$ cat src/rtl/ufi_pkg.sv
// Purpose: Shared constants and types for the FIFO and interrupt control.
// Assumes: One serial channel, 125 MHz register clock.
// Notes:   Register byte address is the register index times four.
package ufi_pkg;

	// Register indices, byte address is index times four.
	localparam logic [2:0] IDX_DATA = 3'h0;
	localparam logic [2:0] IDX_IER  = 3'h1;
	localparam logic [2:0] IDX_FCR  = 3'h2;
	localparam logic [2:0] IDX_LINE = 3'h3;
	localparam logic [2:0] IDX_LSR  = 3'h5;
	localparam logic [2:0] IDX_MSR  = 3'h6;

	// Field positions of fifo_control.
	localparam int FCR_EN    = 0;
	localparam int FCR_RXCLR = 1;
	localparam int FCR_TXCLR = 2;
	localparam int FCR_DMA   = 3;
	localparam int FCR_TRIG  = 6;

	// Field positions of interrupt_enable.
	localparam int IER_RX = 0;
	localparam int IER_TX = 1;
	localparam int IER_LS = 2;
	localparam int IER_MS = 3;

	// Identification codes, bits 3:0.
	localparam logic [3:0] IID_NONE = 4'h1;
	localparam logic [3:0] IID_LS   = 4'h6;
	localparam logic [3:0] IID_RDA  = 4'h4;
	localparam logic [3:0] IID_TO   = 4'hc;
	localparam logic [3:0] IID_TRANSMIT_HOLDING_EMPTY = 4'h2;
	localparam logic [3:0] IID_MS   = 4'h0;

	// Depth and receive trigger levels.
	localparam logic [4:0] DEPTH  = 5'h10;
	localparam logic [4:0] TRIG_1 = 5'h01;
	localparam logic [4:0] TRIG_4 = 5'h04;
	localparam logic [4:0] TRIG_8 = 5'h08;
	localparam logic [4:0] TRIG_E = 5'h0e;

	// Character timing: baud ticks are the 16x clock.
	localparam logic [3:0] BASE_BITS = 4'h7;
	localparam logic [3:0] ONE_BIT   = 4'h1;

	// Reset values.
	localparam logic [3:0] IER_RST  = 4'h0;
	localparam logic [3:0] LINE_RST = 4'h0;
	localparam logic [1:0] TRIG_RST = 2'h0;

	typedef struct packed {
		logic       brk;
		logic       frame;
		logic       parity;
		logic [7:0] data;
	} ufi_rx_s;

	typedef enum logic [2:0] {
		TX_FILLED = 3'b001,
		TX_DELAY  = 3'b010,
		TX_EMPTY  = 3'b100
	} ufi_tx_e;

endpackage

$ cat src/rtl/ufi_fifo.sv
// Purpose: Sixteen entry flop FIFO with flush and a variable capacity.
// Assumes: Push when full and pop when empty are ignored.
// Notes:   Capacity of one gives the character mode holding register.
`timescale 1ns/100ps
module ufi_fifo #(
	parameter int W = 11
) (
	// Clock and reset.
	input  wire logic         clk_in,
	input  wire logic         rst_in,
	// Control.
	input  wire logic         flush_in,
	input  wire logic [4:0]   cap_in,
	// Write side.
	input  wire logic         push_in,
	input  wire logic [W-1:0] data_in,
	// Read side.
	input  wire logic         pop_in,
	output logic      [W-1:0] head_out,
	output logic      [4:0]   count_out,
	output logic              full_out
);
	logic [W-1:0] mem [16];
	logic [3:0]   rd_ptr;
	logic [3:0]   wr_ptr;
	logic         do_push;
	logic         do_pop;

	assign full_out = count_out >= cap_in;
	assign do_push  = push_in && !full_out;
	assign do_pop   = pop_in && (count_out != 5'h00);
	assign head_out = mem[rd_ptr];

	always_ff @(posedge clk_in) begin
		if (do_push && !flush_in) begin
			mem[wr_ptr] <= data_in;
		end
	end

	// Flush only resets pointers and count; head_out still shows the stale entry at index 0.
	always_ff @(posedge clk_in) begin
		if (rst_in || flush_in) begin
			rd_ptr    <= 4'h0;
			wr_ptr    <= 4'h0;
			count_out <= 5'h00;
		end else begin
			if (do_push) begin
				wr_ptr <= wr_ptr + 4'h1;
			end
			if (do_pop) begin
				rd_ptr <= rd_ptr + 4'h1;
			end
			if (do_push && !do_pop) begin
				count_out <= count_out + 5'h01;
			end else if (do_pop && !do_push) begin
				count_out <= count_out - 5'h01;
			end
		end
	end
endmodule

$ cat src/rtl/ufi_char_timer.sv
// Purpose: Counts 16x baud ticks up to a limit and pulses once there.
// Assumes: Restart has priority over counting.
// Notes:   After the pulse the timer holds until restarted.
`timescale 1ns/100ps
module ufi_char_timer (
	// Clock and reset.
	input  wire logic       clk_in,
	input  wire logic       rst_in,
	// Control.
	input  wire logic       restart_in,
	input  wire logic       run_in,
	input  wire logic       tick_in,
	input  wire logic [9:0] limit_in,
	// Result.
	output logic            fire_out
);
	logic [9:0] cnt;
	logic       done;

	always_ff @(posedge clk_in) begin
		if (rst_in || restart_in) begin
			cnt      <= 10'h000;
			done     <= 1'b0;
			fire_out <= 1'b0;
		end else begin
			fire_out <= 1'b0;
			if (run_in && tick_in && !done) begin
				if (cnt >= limit_in) begin
					done     <= 1'b1;
					fire_out <= 1'b1;
				end else begin
					cnt <= cnt + 10'h001;
				end
			end
		end
	end
endmodule

$ cat src/rtl/ufi_ctrl.sv
// Purpose: FIFO control and prioritized interrupts of one serial channel.
// Assumes: Avalon-MM slave, one wait state, baud16_tick_in from divider.
// Notes:   Data and line status bits come from the receiver shift logic.
`timescale 1ns/100ps
module ufi_ctrl (
	// Clock and reset.
	input  wire logic                  ref_clk_in,
	input  wire logic                  sys_rst_in,
	// Avalon-MM slave.
	input  wire logic [4:0]            avs_address_in,
	input  wire logic                  avs_read_in,
	input  wire logic                  avs_write_in,
	input  wire logic [31:0]           avs_writedata_in,
	input  wire logic [3:0]            avs_byteenable_in,
	output logic      [31:0]           avs_readdata_out,
	output logic                       avs_waitrequest_out,
	// Receiver shift logic.
	input  wire logic                  baud16_tick_in,
	input  wire logic                  rx_push_in,
	input  wire ufi_pkg::ufi_rx_s      rx_char_in,
	// Transmitter shift logic.
	input  wire logic                  tx_take_in,
	input  wire logic                  tx_shift_empty_in,
	output logic      [7:0]            tx_data_out,
	output logic                       tx_valid_out,
	// Modem lines {dcd, ri, dsr, cts}.
	input  wire logic [3:0]            modem_lines_in,
	// Interrupt and DMA.
	output logic                       channel_interrupt_out,
	output logic                       receive_dma_ready_out,
	output logic                       transmit_dma_ready_out
);
	logic          acc;
	logic          rd_acc;
	logic          wr_acc;
	logic [2:0]    idx;
	logic [7:0]    wd;
	logic          thr_wr;
	logic          rbr_rd;
	logic          ier_wr;
	logic          fcr_wr;
	logic          line_wr;
	logic          iir_rd;
	logic          lsr_rd;
	logic          msr_rd;
	logic          fifo_en;
	logic          dma_mode;
	logic [1:0]    trig_sel;
	logic [3:0]    interrupt_enable;
	logic [3:0]    line_cfg;
	logic          rx_flush;
	logic          tx_flush;
	logic [4:0]    cap;
	logic [4:0]    trig_lvl;
	ufi_pkg::ufi_rx_s rx_head;
	logic [4:0]    rx_count;
	logic          rx_full;
	logic [10:0]   tx_head;
	logic [4:0]    tx_count;
	logic          tx_pop;
	logic          rda;
	logic [3:0]    char_bits;
	logic [9:0]    to_limit;
	logic [9:0]    transmit_holding_empty_limit;
	logic          to_fire;
	logic          to_pend;
	logic          transmit_holding_empty_fire;
	ufi_pkg::ufi_tx_e tx_state;
	ufi_pkg::ufi_tx_e next_tx_state;
	logic          two_seen;
	logic          first_after;
	logic          transmit_holding_empty;
	logic          transmit_holding_empty_arm;
	logic          transmit_holding_empty_set;
	logic          transmit_holding_empty_pend;
	logic [3:0]    ls_err;
	logic [3:0]    lines_q;
	logic [3:0]    delta;
	logic [3:0]    chg;
	logic [3:0]    iid;
	logic [7:0]    line_status;
	logic [7:0]    rd_mux;

	// Bus decode; a request is taken at the edge where waitrequest is low.
	assign acc    = (avs_read_in || avs_write_in) && !avs_waitrequest_out;
	assign rd_acc = acc && avs_read_in;
	assign wr_acc = acc && avs_write_in && avs_byteenable_in[0];
	assign idx    = avs_address_in[4:2];
	assign wd     = avs_writedata_in[7:0];

	assign thr_wr  = wr_acc && (idx == ufi_pkg::IDX_DATA);
	assign rbr_rd  = rd_acc && (idx == ufi_pkg::IDX_DATA);
	assign ier_wr  = wr_acc && (idx == ufi_pkg::IDX_IER);
	assign fcr_wr  = wr_acc && (idx == ufi_pkg::IDX_FCR);
	assign line_wr = wr_acc && (idx == ufi_pkg::IDX_LINE);
	assign iir_rd  = rd_acc && (idx == ufi_pkg::IDX_FCR);
	assign lsr_rd  = rd_acc && (idx == ufi_pkg::IDX_LSR);
	assign msr_rd  = rd_acc && (idx == ufi_pkg::IDX_MSR);

	// One wait state: the first request cycle always waits.
	always_ff @(posedge ref_clk_in) begin
		if (sys_rst_in) begin
			avs_waitrequest_out <= 1'b1;
		end else begin
			avs_waitrequest_out <=
				!((avs_read_in || avs_write_in) && avs_waitrequest_out);
		end
	end

	// Read data is sampled in the wait cycle and stands on the accept edge.
	always_ff @(posedge ref_clk_in) begin
		if (sys_rst_in) begin
			avs_readdata_out <= 32'h0000_0000;
		end else if (avs_read_in && avs_waitrequest_out) begin
			avs_readdata_out <= {24'h00_0000, rd_mux};
		end
	end

	always_ff @(posedge ref_clk_in) begin
		if (sys_rst_in) begin
			fifo_en  <= 1'b0;
			dma_mode <= 1'b0;
			trig_sel <= ufi_pkg::TRIG_RST;
		end else if (fcr_wr) begin
			fifo_en <= wd[ufi_pkg::FCR_EN];
			if (wd[ufi_pkg::FCR_EN]) begin
				dma_mode <= wd[ufi_pkg::FCR_DMA];
				trig_sel <= wd[ufi_pkg::FCR_TRIG +: 2];
			end
		end
	end

	always_ff @(posedge ref_clk_in) begin
		if (sys_rst_in) begin
			interrupt_enable      <= ufi_pkg::IER_RST;
			line_cfg <= ufi_pkg::LINE_RST;
		end else begin
			if (ier_wr) begin
				interrupt_enable <= wd[3:0];
			end
			if (line_wr) begin
				line_cfg <= wd[3:0];
			end
		end
	end

	// A mode change flushes both; flush bits act only with enable set.
	// Writing enable low always empties both, even when already off.
	assign rx_flush = fcr_wr && (!wd[ufi_pkg::FCR_EN] || !fifo_en
		|| wd[ufi_pkg::FCR_RXCLR]);
	assign tx_flush = fcr_wr && (!wd[ufi_pkg::FCR_EN] || !fifo_en
		|| wd[ufi_pkg::FCR_TXCLR]);
	assign cap = fifo_en ? ufi_pkg::DEPTH : ufi_pkg::TRIG_1;

	always_comb begin
		unique case (trig_sel)
			2'b00: trig_lvl = ufi_pkg::TRIG_1;
			2'b01: trig_lvl = ufi_pkg::TRIG_4;
			2'b10: trig_lvl = ufi_pkg::TRIG_8;
			2'b11: trig_lvl = ufi_pkg::TRIG_E;
		endcase
		if (!fifo_en) begin
			trig_lvl = ufi_pkg::TRIG_1;
		end
	end

	// The shift registers sit outside; flushing never reaches them.
	ufi_fifo #(.W(11)) u_rx_fifo (
		.clk_in    (ref_clk_in),
		.rst_in    (sys_rst_in),
		.flush_in  (rx_flush),
		.cap_in    (cap),
		.push_in   (rx_push_in),
		.data_in   (rx_char_in),
		.pop_in    (rbr_rd),
		.head_out  (rx_head),
		.count_out (rx_count),
		.full_out  (rx_full)
	);

	ufi_fifo #(.W(11)) u_tx_fifo (
		.clk_in    (ref_clk_in),
		.rst_in    (sys_rst_in),
		.flush_in  (tx_flush),
		.cap_in    (cap),
		.push_in   (thr_wr),
		.data_in   ({3'h0, wd}),
		.pop_in    (tx_pop),
		.head_out  (tx_head),
		.count_out (tx_count),
		.full_out  ()
	);

	// The shifter may take only while tx_valid_out is high.
	assign tx_pop = tx_take_in && tx_valid_out;

	always_ff @(posedge ref_clk_in) begin
		if (sys_rst_in) begin
			tx_valid_out <= 1'b0;
			tx_data_out  <= 8'h00;
		end else begin
			tx_valid_out <= (tx_count != 5'h00) && !tx_pop && !tx_flush;
			tx_data_out  <= tx_head[7:0];
		end
	end

	assign rda = rx_count >= trig_lvl;

	// Start, data, parity and stop bits, second stop included.
	assign char_bits = ufi_pkg::BASE_BITS + {2'h0, line_cfg[1:0]}
		+ {3'h0, line_cfg[2]} + {3'h0, line_cfg[3]};
	assign to_limit   = {char_bits, 6'h00} - 10'h001;
	assign transmit_holding_empty_limit = {2'h0, char_bits - ufi_pkg::ONE_BIT, 4'h0}
		- 10'h001;

	ufi_char_timer u_to_timer (
		.clk_in     (ref_clk_in),
		.rst_in     (sys_rst_in),
		.restart_in (rx_push_in || rbr_rd || rx_flush),
		.run_in     (fifo_en && (rx_count != 5'h00)),
		.tick_in    (baud16_tick_in),
		.limit_in   (to_limit),
		.fire_out   (to_fire)
	);

	// Polled mode gives no time-out indication at all.
	always_ff @(posedge ref_clk_in) begin
		if (sys_rst_in || rx_flush) begin
			to_pend <= 1'b0;
		end else if (to_fire && interrupt_enable[ufi_pkg::IER_RX]) begin
			to_pend <= 1'b1;
		end else if (rbr_rd) begin
			to_pend <= 1'b0;
		end
	end

	ufi_char_timer u_transmit_holding_empty_timer (
		.clk_in     (ref_clk_in),
		.rst_in     (sys_rst_in),
		.restart_in (tx_state != ufi_pkg::TX_DELAY),
		.run_in     (1'b1),
		.tick_in    (baud16_tick_in),
		.limit_in   (transmit_holding_empty_limit),
		.fire_out   (transmit_holding_empty_fire)
	);

	always_comb begin
		next_tx_state = tx_state;
		unique case (tx_state)
			ufi_pkg::TX_FILLED: begin
				if (tx_count == 5'h00 && !thr_wr) begin
					if (fifo_en && !two_seen && !first_after) begin
						next_tx_state = ufi_pkg::TX_DELAY;
					end else begin
						next_tx_state = ufi_pkg::TX_EMPTY;
					end
				end
			end
			ufi_pkg::TX_DELAY: begin
				if (thr_wr) begin
					next_tx_state = ufi_pkg::TX_FILLED;
				end else if (transmit_holding_empty_fire) begin
					next_tx_state = ufi_pkg::TX_EMPTY;
				end
			end
			ufi_pkg::TX_EMPTY: begin
				if (thr_wr) begin
					next_tx_state = ufi_pkg::TX_FILLED;
				end
			end
			default: next_tx_state = ufi_pkg::TX_EMPTY;
		endcase
	end

	always_ff @(posedge ref_clk_in) begin
		if (sys_rst_in) begin
			tx_state <= ufi_pkg::TX_EMPTY;
		end else begin
			tx_state <= next_tx_state;
		end
	end

	// History since holding-empty last rose, and the mode-change marker.
	always_ff @(posedge ref_clk_in) begin
		if (sys_rst_in) begin
			two_seen    <= 1'b0;
			first_after <= 1'b0;
		end else begin
			if (tx_count >= 5'h02) begin
				two_seen <= 1'b1;
			end else if (next_tx_state == ufi_pkg::TX_EMPTY) begin
				two_seen <= 1'b0;
			end
			if (fcr_wr && (wd[ufi_pkg::FCR_EN] != fifo_en)) begin
				first_after <= 1'b1;
			end else if (tx_state != ufi_pkg::TX_EMPTY
				&& next_tx_state == ufi_pkg::TX_EMPTY) begin
				// Idling empty must not use up the marker.
				first_after <= 1'b0;
			end
		end
	end

	assign transmit_holding_empty     = tx_state == ufi_pkg::TX_EMPTY;
	assign transmit_holding_empty_set = transmit_holding_empty && interrupt_enable[ufi_pkg::IER_TX] && !transmit_holding_empty_arm;

	// Set wins over a clear that lands in the same cycle.
	always_ff @(posedge ref_clk_in) begin
		if (sys_rst_in) begin
			transmit_holding_empty_arm  <= 1'b0;
			transmit_holding_empty_pend <= 1'b0;
		end else begin
			transmit_holding_empty_arm <= transmit_holding_empty && interrupt_enable[ufi_pkg::IER_TX];
			if (transmit_holding_empty_set) begin
				transmit_holding_empty_pend <= 1'b1;
			end else if (thr_wr || !interrupt_enable[ufi_pkg::IER_TX]
				|| (iir_rd && iid == ufi_pkg::IID_TRANSMIT_HOLDING_EMPTY)) begin
				transmit_holding_empty_pend <= 1'b0;
			end
		end
	end

	// Line errors {break, framing, parity, overrun}; status keeps updating.
	always_ff @(posedge ref_clk_in) begin
		if (sys_rst_in) begin
			ls_err <= 4'h0;
		end else begin
			ls_err <= (lsr_rd ? 4'h0 : ls_err)
				| ({4{rx_push_in}} & {rx_char_in.brk,
				rx_char_in.frame, rx_char_in.parity, rx_full});
		end
	end

	assign chg = {modem_lines_in[3] ^ lines_q[3],
		lines_q[2] && !modem_lines_in[2],
		modem_lines_in[1:0] ^ lines_q[1:0]};

	always_ff @(posedge ref_clk_in) begin
		if (sys_rst_in) begin
			lines_q <= 4'h0;
			delta   <= 4'h0;
		end else begin
			lines_q <= modem_lines_in;
			delta   <= (msr_rd ? 4'h0 : delta) | chg;
		end
	end

	// Every source is gated by its enable, so all-clear means silence.
	always_comb begin
		if (interrupt_enable[ufi_pkg::IER_LS] && ls_err != 4'h0) begin
			iid = ufi_pkg::IID_LS;
		end else if (interrupt_enable[ufi_pkg::IER_RX] && rda) begin
			iid = ufi_pkg::IID_RDA;
		end else if (interrupt_enable[ufi_pkg::IER_RX] && to_pend) begin
			iid = ufi_pkg::IID_TO;
		end else if (interrupt_enable[ufi_pkg::IER_TX] && transmit_holding_empty_pend) begin
			iid = ufi_pkg::IID_TRANSMIT_HOLDING_EMPTY;
		end else if (interrupt_enable[ufi_pkg::IER_MS] && delta != 4'h0) begin
			iid = ufi_pkg::IID_MS;
		end else begin
			iid = ufi_pkg::IID_NONE;
		end
	end

	always_ff @(posedge ref_clk_in) begin
		if (sys_rst_in) begin
			channel_interrupt_out <= 1'b0;
		end else begin
			channel_interrupt_out <= !iid[0];
		end
	end

	// Mode 0 signals any data or empty; mode 1 trigger or room.
	always_ff @(posedge ref_clk_in) begin
		if (sys_rst_in) begin
			receive_dma_ready_out  <= 1'b0;
			transmit_dma_ready_out <= 1'b0;
		end else if (fifo_en && dma_mode) begin
			receive_dma_ready_out  <= rda || to_pend;
			transmit_dma_ready_out <= tx_count < cap;
		end else begin
			receive_dma_ready_out  <= rx_count != 5'h00;
			transmit_dma_ready_out <= tx_count == 5'h00;
		end
	end

	assign line_status = {fifo_en && (rx_count != 5'h00)
			&& (rx_head.brk || rx_head.frame || rx_head.parity),
		transmit_holding_empty && tx_shift_empty_in, transmit_holding_empty, ls_err,
		rx_count != 5'h00};

	always_comb begin
		unique case (idx)
			ufi_pkg::IDX_DATA: rd_mux = rx_head.data;
			ufi_pkg::IDX_IER:  rd_mux = {4'h0, interrupt_enable};
			ufi_pkg::IDX_FCR:  rd_mux = {{2{fifo_en}}, 2'h0, iid};
			ufi_pkg::IDX_LINE: rd_mux = {4'h0, line_cfg};
			ufi_pkg::IDX_LSR:  rd_mux = line_status;
			ufi_pkg::IDX_MSR:  rd_mux = {lines_q, delta};
			default:           rd_mux = 8'h00;
		endcase
	end
endmodule

$ cat config.mk
export PLATFORM = sky130hd
export DESIGN_NAME = ufi_ctrl
export DESIGN_NICKNAME = d
export VERILOG_FILES = /design/src/rtl/ufi_pkg.sv /design/src/rtl/ufi_fifo.sv /design/src/rtl/ufi_char_timer.sv /design/src/rtl/ufi_ctrl.sv
export SDC_FILE = /design/constraint.sdc
export NUM_CORES = 1
export LEC_CHECK = 0
export ABC_AREA = 0
export CORE_MARGIN = 2
export CORE_UTILIZATION = 35
export DETAILED_ROUTE_END_ITERATION = 12
export DONT_BUFFER_PORTS = 1
export HOLD_SLACK_MARGIN = 0.03
export SLEW_MARGIN = 5
export SYNTH_ARGS = -nofsm -noshare
export SYNTH_HDL_FRONTEND = slang
export SYNTH_HIERARCHICAL = 1
export SYNTH_SLANG_ARGS = --single-unit
export TNS_END_PERCENT = 50
$ cat constraint.sdc
create_clock -name ref_clk_in -period 5.1 [get_ports ref_clk_in]
set_input_delay 0.255 -clock ref_clk_in [delete_from_list [all_inputs] [get_ports ref_clk_in]]
set_output_delay 0.255 -clock ref_clk_in [all_outputs]
set_load 0.02 [all_outputs]
# Word level (Yosys, flattened, before mapping)
# Memories as Yosys holds them, arrays and structs flattened. A register that Yosys moved wholly into a read port is not among the register bits.
# Index checks and enable logic that the tools add are counted.
[word_totals]
register_bits = 95
mem_bits_rw = 304
inputBits = 64
out_inout_bits = 45
n_memories = 2
[classes]
n_addsub = 16
n_lt_le_gt_ge = 7
n_eq_ne = 16
n_mux = 39
bitwise = 9
n_reduce_logical = 108
[memory_table]
columns = ["name", "depth", "width", "read_ports", "rd_clocked_by_memory_dff", "wr", "line", "text"]
rows = [
  ["u_rx_fifo.mem", 16, 11, 1, 1, 1, "ufi_fifo.sv:23", "logic [W-1:0] mem [16];"],
  ["u_tx_fifo.mem", 16, 8, 1, 1, 1, "ufi_fifo.sv:23", ""],
]
[op_table]
columns = ["op", "count"]
rows = [
  ["1-bit logical AND", 51],
  ["8-bit one-hot mux with 6 select lines", 1],
  ["5-bit two-way mux", 6],
  ["4-bit two-way mux", 7],
  ["1-bit zero test", 22],
  ["10-bit by 1-bit adder with 10-bit output, second input constant", 2],
  ["10-bit >= comparator", 2],
  ["5-bit one-hot mux with 4 select lines", 1],
  ["1-bit two-way mux", 17],
  ["4-bit by 1-bit adder with 4-bit output, second input constant", 4],
  ["5-bit >= comparator", 3],
  ["1-bit logical OR", 15],
  ["3-bit two-way mux", 5],
  ["3-bit == test, second input constant", 4],
  ["2-bit nonzero test", 6],
  ["5-bit by 1-bit adder with 5-bit output, second input constant", 2],
  ["2-bit AND reduction", 5],
  ["5-bit nonzero test", 2],
  ["10-bit by 1-bit subtractor with 10-bit output, second input constant", 1],
  ["5-bit by 1-bit subtractor with 5-bit output, second input constant", 2],
  ["3-bit by 2-bit == test with 1-bit output, second input constant", 3],
  ["3-bit one-hot mux with 3 select lines", 1],
  ["8-bit by 1-bit subtractor with 9-bit output, second input constant", 1],
  ["4-bit by 1-bit adder with 4-bit output", 2],
  ["22 further kinds", 30],
]

# Logic depth before layout (Yosys ltp)
[logic_depth]
ltp_word = 13
depth_mapped = 19
depth_no_buf = 18

# By module
# Netlist, hierarchy kept.
[modules_own_cells]
columns = ["mod", "instances", "cells_each", "area_each_um2", "seq_area_each_um2"]
rows = [
  ["ufi_fifo (u_rx_fifo)", 1, 373, 7846.3, 5625.4],
  ["ufi_fifo (u_tx_fifo)", 1, 423, 7786.2, 5625.4],
  ["ufi_ctrl", 1, 350, 2961.6, 1061.0],
  ["ufi_char_timer", 2, 105, 897.1, 240.2],
]

# Worst setup path after synthesis
# No wires, ideal clock.
[synth_timing]
path_kind = "reg-to-reg"
from = "register line_cfg[3]"
to = "register u_transmit_holding_empty_timer.cnt[5]"
setup_time_ps = 70
arrival_time_ps = 3627
slack_ps = 1403
path_stages_with_launch = 20
synth_period_minus_slack_ps = 3697
path_cell_list = "dfxtp_1 -> inv_1 -> ha_1 -> inv_1 -> ha_1 -> fa_1 -> xor2_1 -> ha_1 -> nand2_1 -> xor2_1 -> inv_1 -> nor3b_1 -> inv_1 -> ha_1 -> a21oi_1 -> o21a_2 -> o21ai_2 -> buf_6 -> or4_1 -> a21oi_1"
[synth_between]
elab_chain_len = 6
[synth_lines]
columns = ["element", "line", "text"]
rows = [
  ["from (decl)", "ufi_ctrl.sv:50", "logic [3:0] line_cfg;"],
  ["from (signal assigned)", "ufi_ctrl.sv:136", "line_cfg <= ufi_pkg::LINE_RST;"],
  ["from (signal assigned)", "ufi_ctrl.sv:142", "line_cfg <= wd[3:0];"],
  ["4-bit by 1-bit adder with 4-bit output", "ufi_ctrl.sv:211", "+ {3'h0, line_cfg[2]} + {3'h0, line_cfg[3]};"],
  ["4-bit by 1-bit subtractor with 4-bit output", "ufi_ctrl.sv:213", "assign transmit_holding_empty_limit = {2'h0, char_bits - ufi_pkg::ONE_BIT, 4'h0}"],
  ["8-bit by 1-bit subtractor with 9-bit output", "ufi_ctrl.sv:214", "- 10'h001;"],
  ["net transmit_holding_empty_limit[8]", "ufi_ctrl.sv:64", "logic [9:0] transmit_holding_empty_limit;"],
  ["10-bit >= comparator", "ufi_char_timer.sv:28", "if (cnt >= limit_in) begin"],
  ["1-bit NOT (no line)", "n/a", ""],
  ["2-bit AND reduction (no line)", "n/a", ""],
  ["to (signal assigned)", "ufi_char_timer.sv:32", "cnt <= cnt + 10'h001;"],
  ["to (decl)", "ufi_char_timer.sv:17", "logic [9:0] cnt;"],
]
# The timed path passes the listed nets, and every way through them passes these cells.
# A chain may end at the register's enable or synchronous reset.

# Final worst setup path
[layout_timing]
from = "register line_cfg[3]"
to = "register u_transmit_holding_empty_timer.cnt[2]"
# Same word-level chain as after synthesis.

==> flow_metrics.tcl <==
set metrics [dict create \
    outcome "finished clean" \
    grt-ovfl-total 0 \
    dieHeight_um 235 \
    grt_pass1_wl_mm 62.5 \
    pin_count 109 \
    cp-start-kind "flip-flop" \
    finalWirelength_mm 40.6 \
    dieArea_mm2 0.0550 \
    drive_above_1_share_pct 12.3 \
    skew_ns 0.0324 \
    area_growth_pct 13.1 \
    routed_via_density 5.16 \
    critPathSlowestCell "or3_4" \
    drtPass1Iterations 5 \
    rows 84 \
    syn_area_per_cell_um2 14.5 \
    dr.first_iter.drc_count 788 \
    p_per_area_mw_per_mm2 374 \
    cts.sinks 415 \
    maxCapViolCount 0 \
    nets 1468 \
    coreArea_mm2 0.0526 \
    vdd_ir_drop_max_v 0.000254 \
    hold_buffers 36 \
    worstSetupPathType "flip-flop to flip-flop" \
    synth_area_mm2 0.0186 \
    p_total_mw 7.87 \
    dp.cells 1943 \
    grt_use_total_pct 14.9 \
    grt_pass1_vias 10700 \
    hold_path_class "input port to flip-flop" \
    portBuffers 0 \
    gp_congestion 0.803 \
    critical_path_arrival_ns 4.65 \
    grt_max_degree 57 \
    worstSkewPairLatency_ns 0.58 \
    setup_tns_ns 0 \
    slowest_delay_ns 0.45 \
    slew_violations 0 \
    final_common_cell "edfxtp_1" \
    final_antenna_net_count 0 \
    final_cell_area_mm2 0.0210 \
    h-tree-depth 2 \
    crit_fanout 12 \
    antenna_found_initial 8 \
    hpwl_mm 25.7 \
    cts-root-buf "clkbuf_16" \
    synth_warnings 6 \
    setup_violations 0 \
    critPathRequiredTime_ns 5.55 \
    leakage_nw 7.20 \
    place_area_mm2 0.0192 \
    fmax_mhz 238 \
    max-slew-margin-rel_pct 25.5 \
    syn_inst 1285 \
    crit_chain "inv_1 -> ha_1 -> inv_1 -> ha_1 -> fa_1 -> xor2_1 -> ha_1 -> nand2_1 -> xor2_1 -> inv_1 -> nor3b_1 -> inv_1 -> ha_1 -> nand4_1 -> or3_4 -> o21ai_2 -> or4_1 -> a21oi_1" \
    die_x_um 235 \
    worst_pin_slew_ns 1.12 \
    rsz0062_at_grt "false" \
    finalCritPeriodShare_pct 82.4 \
    vias 10700 \
    start_util_pct 35.4 \
    drc_errors 0 \
    finalWorstPathRequiredPeriod_ns 4.20 \
    clockBufferDepth 3 \
    cp-end-kind "flip-flop" \
    hold_viol 0 \
    ctsResizeCount 0 \
    cts_made_buffers 44 \
    layout_common_cells "304 x edfxtp_1, 108 x dfxtp_1, 88 x nand2_1" \
    cts_tree "built" \
    cts.clk_slew.worst_paths_ns 0.06 \
    wl_per_cell_um 19.7 \
    post-cts-setup-buffer-count 0 \
    stdcell_count 2067 \
]
-- worst max-delay path: cells and delay by family, from the launching register on --
kind                       cells  cell delay, ns
adders and majority gates      5            1.39
and+or+nand+nor                5            1.13
AOI/OAI and AO/OA              2            0.49
xor gates and xnor gates       2            0.46
DFF                            1            0.38
buffers and inverters          4            0.26
-- worst paths after layout --
| kind | start | endpoint | slack (ns) | cells past startpoint |
|---|---|---|---|---|
| setup / recovery | line_cfg[3]$_SDFFE_PP0P_ | u_transmit_holding_empty_timer/cnt[2]$_SDFFE_PP0P_ | 0.90 | 18 |
| hold / removal | sys_rst_in | u_rx_fifo/count_out[4]$_SDFFE_PP0P_ | 0.06 | 2 |
| setup reg to reg | line_cfg[3]$_SDFFE_PP0P_ | u_transmit_holding_empty_timer/cnt[2]$_SDFFE_PP0P_ | 0.90 | 18 |
| hold reg to reg | transmit_holding_empty_arm$_SDFF_PP0_ | transmit_holding_empty_pend$_SDFFE_PP0P_ | 0.48 | 2 |
-- per-stage QoR --
step	util (%)	setup slack [ns]	hold slack, ns
CTS	40.0	0.895	0.0335
detailed placement	36.5	0.922	0.355
global placement	36.5	1.04	0.354
global route	40.0	0.587	0.0687
finish	40.0	0.896	0.0632
floorplan	-	1.40	0.354
-- state kept, by name (all words and copies together) (netlist names), 4 cells and up, named ones only --
name / count
line_cfg: 4
avs_readdata_out: 8
u_rx_fifo/rd_ptr: 4
u_tx_fifo/rd_ptr: 4
interrupt_enable: 4
tx_data_out: 8
u_tx_fifo/mem: 128
delta: 4
u_tx_fifo/wr_ptr: 4
u_rx_fifo/count_out: 5
u_transmit_holding_empty_timer/cnt: 10
u_to_timer/cnt: 10
lines_q: 4
u_rx_fifo/wr_ptr: 4
u_rx_fifo/mem: 176
ls_err: 4
u_tx_fifo/count_out: 5
-- where the power goes --
group / switching, mW / total [mW] / internal, mW
combinational: 0.491 / 0.826 / 0.336
clock: 1.31 / 3.19 / 1.87
sequential: 0.0945 / 3.86 / 3.76
-- layout make-up --
cell class	count	area, um^2
flip-flops and latches	415	11400
clock inverters	18	226
diodes	6	15.0
inverters	59	221
repair buffers	48	468
clock buffers	64	1220
multi-input cells	769	6670
fillers	4813	31500
well taps	688	861
-- layer usage --
metal,up-vias,share of wire (%),global-route usage [%]
li1,5001,-,-
met1,5323,43,19.4
met2,248,48,24.4
met3,83,6.0,3.56
met4,12,3.0,5.21
met5,-,0.20,0
(Power assumes the default switching activity.)
